<file path="src/ptr_pkg.sv">
// Constants and types for the program memory table read block
// Operation
// - The table address is eleven bits, low eight from the low pointer, top three from the high pointer.
// - A table read writes the low byte of the addressed word to the data memory location in the operand.
// - A table read loads the high byte of the addressed word into the table high-byte latch.
// - High-byte bit positions with no stored memory bit behind them read as zero.
// - The last-page form forces address bits ten to eight to ones.
// - The high-byte latch ignores software writes and changes only on a table read.
// - Each table read takes two instruction cycles and stalls the instruction flow for one.
// - The program memory holds 2K words of 16 bits addressed by the table address.
package ptr_pkg;
  localparam int unsigned ADDR_W      = 11;
  localparam int unsigned WORD_W      = 16;
  localparam int unsigned BYTE_W      = 8;
  localparam int unsigned LO_PTR_W    = 8;
  localparam int unsigned HI_PTR_W    = 3;
  localparam int unsigned MEM_WORDS   = 2048;
  localparam int unsigned STORED_HI_W = 8;
  localparam logic [2:0]  LAST_PAGE   = 3'h7;
  localparam logic [7:0]  HIGH_RST    = 8'h00;
  localparam logic [7:0]  DADDR_RST   = 8'h00;

  typedef enum logic [0:0] {
    PTR_FETCH = 1'b0,
    PTR_TABLE = 1'b1
  } ptr_state_e;
endpackage

</file>
<file path="src/ptr_addr_mux.sv">
// Table address former and program memory read port selector
`timescale 1ns/1ps
module ptr_addr_mux
  import ptr_pkg::*;
#(
  parameter int unsigned AW = ADDR_W
) (
  input  wire logic [LO_PTR_W-1:0] ptr_lo,
  input  wire logic [HI_PTR_W-1:0] ptr_hi,
  input  wire logic                last_page,
  input  wire logic                table_cycle,
  input  wire logic [AW-1:0]       fetch_addr,
  output logic      [AW-1:0]       mem_addr
);
  initial begin
    if (AW != LO_PTR_W + HI_PTR_W) $error("ptr_addr_mux: AW must equal pointer width");
  end

  logic [HI_PTR_W-1:0] hi_sel;
  always_comb begin
    hi_sel   = last_page ? LAST_PAGE : ptr_hi;
    mem_addr = table_cycle ? {hi_sel, ptr_lo} : fetch_addr;
  end
endmodule

</file>
<file path="src/ptr_table_read.sv">
// Program memory table read unit
`timescale 1ns/1ps
module ptr_table_read
  import ptr_pkg::*;
#(
  parameter int unsigned STORED_W = STORED_HI_W,
  parameter int unsigned DADDR_W  = 8
) (
  input  wire logic                core_clk,
  input  wire logic                rst_n,
  input  wire logic                clk_en,
  input  wire logic                tab_req,
  input  wire logic                tab_last,
  input  wire logic [DADDR_W-1:0]  tab_dest,
  input  wire logic [LO_PTR_W-1:0] ptr_lo,
  input  wire logic [HI_PTR_W-1:0] ptr_hi,
  input  wire logic [ADDR_W-1:0]   fetch_addr,
  input  wire logic [WORD_W-1:0]   mem_rdata,
  input  wire logic                sw_hi_wr,
  input  wire logic [BYTE_W-1:0]   sw_hi_wdata,
  output logic      [ADDR_W-1:0]   mem_addr,
  output logic                     core_stall,
  output logic                     dmem_we,
  output logic      [DADDR_W-1:0]  dmem_addr,
  output logic      [BYTE_W-1:0]   dmem_wdata,
  output logic      [BYTE_W-1:0]   table_high_byte_latch
);
  initial begin
    if (STORED_W == 0 || STORED_W > BYTE_W) $error("ptr_table_read: STORED_W out of range");
    if (DADDR_W == 0) $error("ptr_table_read: DADDR_W must be nonzero");
    if (MEM_WORDS != (1 << ADDR_W)) $error("ptr_table_read: memory size mismatch");
  end

  ptr_state_e          state_r, state_nxt;
  logic [DADDR_W-1:0]  dest_r, dest_nxt;
  logic                last_r, last_nxt;
  logic [ADDR_W-1:0]   addr_r, addr_nxt;
  logic [ADDR_W-1:0]   addr_comb;
  logic                stall_r, stall_nxt;
  logic                we_r, we_nxt;
  logic [DADDR_W-1:0]  waddr_r, waddr_nxt;
  logic [BYTE_W-1:0]   wdata_r, wdata_nxt;
  logic [BYTE_W-1:0]   high_r, high_nxt;
  logic [BYTE_W-1:0]   high_mask;

  // Address path kept combinational inside the submodule, registered here
  ptr_addr_mux #(.AW(ADDR_W)) u_mux (
    .ptr_lo      (ptr_lo),
    .ptr_hi      (ptr_hi),
    .last_page   (state_nxt == PTR_TABLE ? last_nxt : 1'b0),
    .table_cycle (state_nxt == PTR_TABLE),
    .fetch_addr  (fetch_addr),
    .mem_addr    (addr_comb)
  );

  always_comb begin
    high_mask = BYTE_W'((1 << STORED_W) - 1);
  end

  // Memory is read one cycle after the address is presented
  always_comb begin
    state_nxt = state_r;
    dest_nxt  = dest_r;
    last_nxt  = last_r;
    stall_nxt = 1'b0;
    we_nxt    = 1'b0;
    waddr_nxt = waddr_r;
    wdata_nxt = wdata_r;
    high_nxt  = high_r;
    case (state_r)
      PTR_FETCH: begin
        if (tab_req) begin
          state_nxt = PTR_TABLE;
          dest_nxt  = tab_dest;
          last_nxt  = tab_last;
          stall_nxt = 1'b1;
        end
      end
      PTR_TABLE: begin
        state_nxt = PTR_FETCH;
        we_nxt    = 1'b1;
        waddr_nxt = dest_r;
        wdata_nxt = mem_rdata[BYTE_W-1:0];
        high_nxt  = mem_rdata[WORD_W-1:BYTE_W] & high_mask;
      end
      default: state_nxt = PTR_FETCH;
    endcase
    addr_nxt = addr_comb;
  end

  // Software write strobe deliberately has no effect on the latch
  logic unused_sw;
  always_comb unused_sw = sw_hi_wr ^ (|sw_hi_wdata);

  always_ff @(posedge core_clk or negedge rst_n) begin
    if (!rst_n) begin
      state_r <= PTR_FETCH;
      dest_r  <= DADDR_RST;
      last_r  <= 1'b0;
      addr_r  <= '0;
      stall_r <= 1'b0;
      we_r    <= 1'b0;
      waddr_r <= DADDR_RST;
      wdata_r <= '0;
      high_r  <= HIGH_RST;
    end else if (clk_en) begin
      state_r <= state_nxt;
      dest_r  <= dest_nxt;
      last_r  <= last_nxt;
      addr_r  <= addr_nxt;
      stall_r <= stall_nxt;
      we_r    <= we_nxt;
      waddr_r <= waddr_nxt;
      wdata_r <= wdata_nxt;
      high_r  <= high_nxt;
    end
  end

  assign mem_addr              = addr_r;
  assign core_stall            = stall_r;
  assign dmem_we               = we_r;
  assign dmem_addr             = waddr_r;
  assign dmem_wdata            = wdata_r;
  assign table_high_byte_latch = high_r;
endmodule

</file>
<file path="config.mk">
export PLATFORM = sky130hd
export DESIGN_NAME = ptr_table_read
export DESIGN_NICKNAME = d
export VERILOG_FILES = /design/src/ptr_pkg.sv /design/src/ptr_addr_mux.sv /design/src/ptr_table_read.sv
export SDC_FILE = /design/constraint.sdc
export NUM_CORES = 1
export LEC_CHECK = 0
export BUFFER_PORTS_ARGS = -buffer_cell sky130_fd_sc_hd__buf_4
export CORE_UTILIZATION = 47
export CTS_BUF_LIST = sky130_fd_sc_hd__clkbuf_8
export CTS_CLUSTER_DIAMETER = 150
export DETAILED_ROUTE_END_ITERATION = 6
export GPL_TIMING_DRIVEN = 0
export PLACE_DENSITY = 0.82
export REMOVE_ABC_BUFFERS = 1
export SETUP_SLACK_MARGIN = 0.02
export SLEW_MARGIN = 0
export SYNTH_ARGS = -nofsm -noshare
export SYNTH_HDL_FRONTEND = slang
export SYNTH_HIERARCHICAL = 1
export SYNTH_SLANG_ARGS = --single-unit
</file>
<file path="constraint.sdc">
create_clock -name core_clk -period 2.3 [get_ports core_clk]
set_input_delay 0.115 -clock core_clk [delete_from_list [all_inputs] [get_ports core_clk]]
set_output_delay 0.115 -clock core_clk [all_outputs]
set_load 0.02 [all_outputs]
</file>
==> run_results.csv, run 1 <==
group,metric,value,unit
placed_design,placed_area,0.00262,mm²
hold_path,hp-class,"in2reg",
worst_setup_path,crit_buf_inv,0,
floorplan,die_y,66.6,µm
worst_setup_path,cp-start-kind,"flop",
cts,clock-root-buffer,"clkbuf_8",
floorplan,coreArea,0.00400,mm²
floorplan,rows,23,
worst_setup_path,slowest_stage,"nor2b_2",
worst_setup_path,crit_top_cell,"mux2_2",
synth,synth_cells,119,
route,ant_nets,0,
worst_setup_path,r2r-start,"core_stall",
final_layout,nFillCells,296,
route,wl,4.05,mm
cts,cts_made_buffers,5,
placed_design,gp_congestion,0.703,
final_layout,syn_to_final_growth,38.5,%
cts,htree_levels,2,
route,via_count,1262,
floorplan,io_pins,97,
final_layout,final_cells,259,
route,drc,0,
placed_design,hpwl,2.94,mm
final_layout,drive_gt1_share,69.9,%
cts,clkTransAtPathRegs,80,ps
sta,postLayoutSetupSlackWorst,464,ps
sta,rsz0062_at_grt,"false",
synth,synth_seq_area_share,57.4,%
placed_design,pre_cts_slack,91.4,ps
sta,fin_skew,8.34,ps
placed_design,dp_cells,250,
final_layout,diodes,0,
run,cap_violations,0,
sta,fmax,0.545,GHz
global_route,gr-total-overflow,0,
worst_setup_path,end_kind,"flop",
route,drt_pass1_iterations,4,
power,share_seq_of_total_power,44.3,%
route,wl_per_cell,15.6,µm
worst_setup_path,timing.rr.end,"mem_addr[1]",
power,p_per_area,923,mW/mm²
power,max-vdd-ir-drop,0.433,mV
cts,postCtsSetupRepairBufs,0,
global_route,grt_pass1_vias,1339,
worst_setup_path,worstSetupPathType,"reg2reg",
power,cellLeakagePower,1.40,nW
worst_setup_path,crit_required,2480,ps
sta,holdWs,51.8,ps
worst_setup_path,crit_family,"multiplexers",
worst_setup_path,ff2ff_path_depth,3,
power,netSwitchingFraction,31.2,%
power,combPwrFrac,37.4,%
floorplan,dieArea,0.00443,mm²
worst_setup_path,cp-startpoint,"core_stall",
cts,clk_path_buf_depth,2,
power,internal_power,1.72,mW
route,first_iter_violations,35,
sta,maxSlewHeadroom,51.7,%
power,power,2.50,mW
worst_setup_path,slowest_delay,610,ps
final_layout,final_util,67.9,%
sta,setup_viol,0,
placed_design,port_buffers,87,
worst_setup_path,rrSetupSlack,460,ps
cts,cts_sinks,45,
sta,worstMarginPinSlew,721,ps
cts,clock_latency,290,ps
worst_setup_path,crit_chain,"nor2b_2 > mux2_2 > mux2_2",
floorplan,initial_utilization,49.0,%
synth,ys_seq_elements,45,
outcome,status,"finished, final reports clean",
worst_setup_path,endpoint,"mem_addr[1]",
sta,slew_violations,0,
final_layout,layout_commonest_cell,"buf_4",
global_route,grt_pass1_wl,6.35,mm
global_route,groute.usage.overall,19.8,%
synth,synth_cell_types,14,
power,clkPwrFrac,18.2,%
sta,fin_setup_tns,0,ps
cts,cts_tree,"yes",
sta,period_share,79.8,%
synth,avgSynthCellArea,16.5,µm²
final_layout,fin_area,0.00272,mm²
final_layout,fin_nets,268,
floorplan,die_w,66.6,µm
global_route,grt_max_degree,46,
worst_setup_path,cp.depth,3,
global_route,antenna_found_initial,0,
route,viasPerCell,4.87,
final_layout,mostFrequentLayoutCells,"buf_4 (87), dfrtp_1 (45), mux2_4 (31), mux2_2 (20), nor2_1 (6)",
synth,netlist_area,0.00196,mm²
sta,hold_viol,0,
sta,fin_crit,1840,ps
worst_setup_path,arrival,2020,ps
power,switchingPower,783,µW
synth,yosysWarnings,6,
worst_setup_path,critPathMaxFanout,15,
-- repair_timing --
action	in CTS	in global routing
resized for setup	0	1
endpoints found under the setup margin	0	5
hold buffers	1	0
hold endpoints to repair	45	0
-- worst min-delay path by stage --
stage	from	to	slack, ps	cells after the start
after floorplan	rst_n	core_stall	-180	0
after global placement	rst_n	table_high_byte_latch[7]	130	1
after detailed placement	rst_n	table_high_byte_latch[0]	150	1
after CTS	mem_rdata[12]	table_high_byte_latch[4]	40	2
after global routing	mem_rdata[12]	table_high_byte_latch[4]	40	2
final	mem_rdata[12]	table_high_byte_latch[4]	50	2
-- cells by family after synthesis --
group / Yosys count / synth area share, %
simple gates: 10 / 2.74
mux: 51 / 35.2
flops: 45 / 57.4
compound gates: 5 / 1.28
buf+inv: 8 / 3.32
-- flip-flops by register name, summed over array words and instances (netlist names) --
name,cells
dest_r,8
dmem_we,1
dmem_wdata,8
table_high_byte_latch,8
mem_addr,11
core_stall,1
dmem_addr,8
-- cell usage after synthesis (all sizes together) --
master	number	share of area [%]
and2	1	0.32
nor2	6	1.1
a21oi	3	0.77
nor2b	1	0.32
nand2	1	0.57
nand3b	1	0.38
inv	2	0.38
buf	6	2.9
mux2	51	35
o21ai	2	0.51
dfrtp	45	57
-- final cells by class --
cell class | count | area [µm²] | share of cell area (%)
multi-input cells | 66 | 772 | 28.4
repair buffers | 88 | 663 | 24.4
clock buffers | 5 | 68.8 | 2.53
flip-flops and latches | 45 | 1130 | 41.5
clock inverters | 3 | 15.0 | 0.553
inverters | 2 | 7.51 | 0.276
well taps | 50 | 62.6 | 2.30
-- power groups by stage --
stage	combinational, mW	clock [mW]	sequential [mW]
3_3_place_gp	0.923	0	1.11
5_1_grt	0.995	0.517	1.13
2_1_floorplan	0.320	0	1.32
3_5_place_dp	0.944	0	1.12
4_1_cts	0.950	0.473	1.11
6_report	0.938	0.457	1.11
-- layer usage --
metal  global-route usage [%]  wire length [µm]
met1                     23.5              1640
met2                     33.0              2000
met3                     7.02               361
met4                     7.18                51
met5                        0                 0
(Power assumes the default switching activity.)
==> run 2, diff against run 1 <==
--- a/config.mk
+++ b/config.mk
@@ -5,13 +5,14 @@
 export SDC_FILE = /design/constraint.sdc
 export NUM_CORES = 1
 export LEC_CHECK = 0
+export ABC_AREA = 1
 export BUFFER_PORTS_ARGS = -buffer_cell sky130_fd_sc_hd__buf_4
-export CORE_UTILIZATION = 47
+export CORE_UTILIZATION = 43
 export CTS_BUF_LIST = sky130_fd_sc_hd__clkbuf_8
 export CTS_CLUSTER_DIAMETER = 150
 export DETAILED_ROUTE_END_ITERATION = 6
 export GPL_TIMING_DRIVEN = 0
-export PLACE_DENSITY = 0.82
+export PLACE_DENSITY = 0.78
 export REMOVE_ABC_BUFFERS = 1
 export SETUP_SLACK_MARGIN = 0.02
 export SLEW_MARGIN = 0
==> constraint.sdc (replaced) <==
create_clock -name core_clk -period 1.62 [get_ports core_clk]
set_input_delay 0.081 -clock core_clk [delete_from_list [all_inputs] [get_ports core_clk]]
set_output_delay 0.081 -clock core_clk [all_outputs]
set_load 0.02 [all_outputs]
==> run 2 against run 1 <==
  * Design area rose by 3.7%
  * Count of clock-buffer cells in the layout unchanged
  * Critical path depth up 6
  * Total power grew 41%
  * First-iteration DRC count grew to 3.1 times the previous value
  * Non-clock buffer count grew 6
  * Highest routed layer unchanged
  * Synthesized cell count grew 97%
  * Hold slack worse by 39 ps
==> run_results.csv, run 2 <==
group,metric,value,unit
sta,fmax,0.670,GHz
global_route,grt_max_degree,59,
sta,hold_viol,0,
floorplan,rows,24,
worst_setup_path,worstSetupPathType,"reg2reg",
final_layout,diodes,0,
sta,fin_crit,1490,ps
sta,maxSlewHeadroom,61.6,%
route,first_iter_violations,109,
cts,cts_sinks,45,
worst_setup_path,cp-start-kind,"flop",
final_layout,syn_to_final_growth,40.0,%
cts,clkTransAtPathRegs,90,ps
worst_setup_path,cp-startpoint,"core_stall",
synth,synth.top_cells.by_area,"dfrtp_1 (56%), nand2_1 (20%), nand3_1 (6.0%)",
synth,synth_cells,234,
route,via_count,1756,
cts,cts_tree,"yes",
global_route,groute.usage.overall,19.6,%
power,max-vdd-ir-drop,0.745,mV
cts,clock_latency,290,ps
final_layout,final_util,63.8,%
outcome,status,"finished, final reports clean",
worst_setup_path,end_kind,"flop",
sta,postLayoutSetupSlackWorst,128,ps
floorplan,die_w,70.4,µm
worst_setup_path,slowest_delay,460,ps
route,wl,4.41,mm
global_route,grt_pass1_wl,7.77,mm
synth,netlist.area_leader.share,56.0,%
placed_design,pre_cts_slack,-606,ps
placed_design,port_buffers,87,
cts,clk_path_buf_depth,2,
synth,yosysWarnings,6,
worst_setup_path,critPathMaxFanout,7,
cts,htree_levels,2,
floorplan,coreArea,0.00441,mm²
floorplan,die_y,70.4,µm
hold_path,hp-start,"mem_rdata[3]",
sta,period_share,92.1,%
worst_setup_path,crit_buf_inv,4,
placed_design,gp_congestion,0.775,
worst_setup_path,crit_chain,"inv_8 > nand2_2 > clkinvlp_4 > buf_6 > buf_4 > nand2_1 > nand2_1 > nand2_1 > o21ai_0",
worst_setup_path,slowest_stage,"dfrtp_4",
final_layout,largest_reg_flops,11,
synth,synth_cell_types,17,
final_layout,fin_nets,380,
synth,synth_seq_area_share,56.0,%
sta,fin_setup_tns,0,ps
route,drc,0,
sta,setup_viol,0,
synth,netlist_top_cells_count,"nand2_1 (105), dfrtp_1 (45), nand3_1 (24)",
worst_setup_path,crit_family,"buffers and inverters",
hold_path,hp-class,"in2reg",
synth,netlist_area,0.00201,mm²
floorplan,dieArea,0.00496,mm²
global_route,antenna_found_initial,0,
cts,clock-root-buffer,"clkbuf_8",
sta,holdWs,13.0,ps
synth,synth-edff-count,0,
worst_setup_path,arrival,1640,ps
final_layout,mostFrequentLayoutCells,"nand2_1 (104), buf_4 (92), dfrtp_1 (44), nand3_1 (24), o21ai_0 (14)",
sta,rsz0062_at_grt,"false",
route,wl_per_cell,11.8,µm
cts,cts_made_buffers,5,
sta,slew_violations,0,
worst_setup_path,crit_top_cell,"nand2_1",
route,drt_pass1_iterations,4,
route,viasPerCell,4.71,
final_layout,layout_commonest_cell,"nand2_1",
sta,fin_skew,9.49,ps
synth,yosys_most_used_dff,"dfrtp_1",
synth,synthArstFlopShare,100,%
sta,worstMarginPinSlew,576,ps
power,cellLeakagePower,1.57,nW
floorplan,io_pins,97,
synth,avgSynthCellArea,8.60,µm²
placed_design,hpwl,2.90,mm
synth,ys_seq_elements,45,
synth,yosysMostFrequentCell,"nand2_1",
global_route,gr-total-overflow,0,
global_route,grt_pass1_vias,1761,
final_layout,drive_gt1_share,34.6,%
synth,synth_top_cell_by_area,"dfrtp_1",
run,cap_violations,0,
power,power,3.53,mW
worst_setup_path,r2r-start,"core_stall",
worst_setup_path,crit_required,1770,ps
power,p_per_area,1250,mW/mm²
floorplan,initial_utilization,45.6,%
route,ant_nets,0,
## run 2: cell types whose count changed after synthesis, moves of 8 or more
| cell | previous run | this run |
|---|---|---|
| mux2_4 | 31 | 0 |
| inv_1 | 2 | 15 |
| mux2_2 | 20 | 0 |
| nand4_1 | 0 | 8 |
| o21ai_0 | 2 | 14 |
| nand2_1 | 0 | 105 |
| nand3_1 | 0 | 24 |
## run 2: path summary, 6_finish.rpt
path                                            end  cells past startpoint  slack [ps]
setup reg to reg                        mem_addr[0]                      9         130
max in group asynchronous                core_stall                      2         900
hold reg to reg            table_high_byte_latch[0]                      2         480
hold / removal                        dmem_wdata[3]                      3          10
setup / recovery                        mem_addr[0]                      9         130
min in group asynchronous               mem_addr[0]                      2         320
## run 2: layout make-up
cell class | count | area (µm²)
Fill cell | 401 | 1600
Sequential cell | 45 | 1130
Timing Repair inverter | 1 | 7.51
Clock inverter | 3 | 68.8
Multi-Input combinational cell | 157 | 689
Inverter | 16 | 75.1
Tap cell | 52 | 65.1
Clock buffer | 5 | 68.8
Timing Repair Buffer | 94 | 712
## run 2: stage by stage
step	instance area, µm²	instances
after detailed placement	2590	357
after CTS	2780	370
after global placement	2590	357
final	2820	373
after global routing	2820	373
after floorplan	1870	218
## run 2: cell families (layout without fill, tap and decap cells)
logic type             count (synthesis)  after routing  synth area share [%]
AO/OA/AOI/OAI                         16             16                  4.17
buffers and inverters                 32            119                  9.89
flip-flops                            45             45                  56.0
AND/OR/NAND/NOR                      141            141                  30.0
## run 2: worst reg2reg max path: cells and delay by family (launching register included)
family | cells | cell delay, ps
and+or+nand+nor | 4 | 250
DFF | 1 | 460
buffers and inverters | 4 | 540
AOI/OAI and AO/OA | 1 | 100
## run 2: what timing repair did
action	in CTS	in global routing
endpoints found under the hold margin	45	0
gates resized for setup	6	4
endpoints found under the setup margin	45	9
buffers inserted	3	3
cloned	1	0
hold buffers	1	0
## run 2: layer usage
metal	track usage [%]	vias to the layer above	wire, µm
li1	-	906	-
met1	24.1	796	1920
met2	33.5	47	2210
met3	4.47	7	209
met4	6.89	0	68
met5	0	-	0
## run 2: power by group
group / leakage [nW] / total [mW] / switching, mW / internal (mW)
Sequential: 0.561 / 1.48 / 0.125 / 1.35
Clock: 0.0687 / 1.00 / 0.380 / 0.621
Combinational: 0.940 / 1.05 / 0.595 / 0.456
Total: 1.57 / 3.53 / 1.10 / 2.43
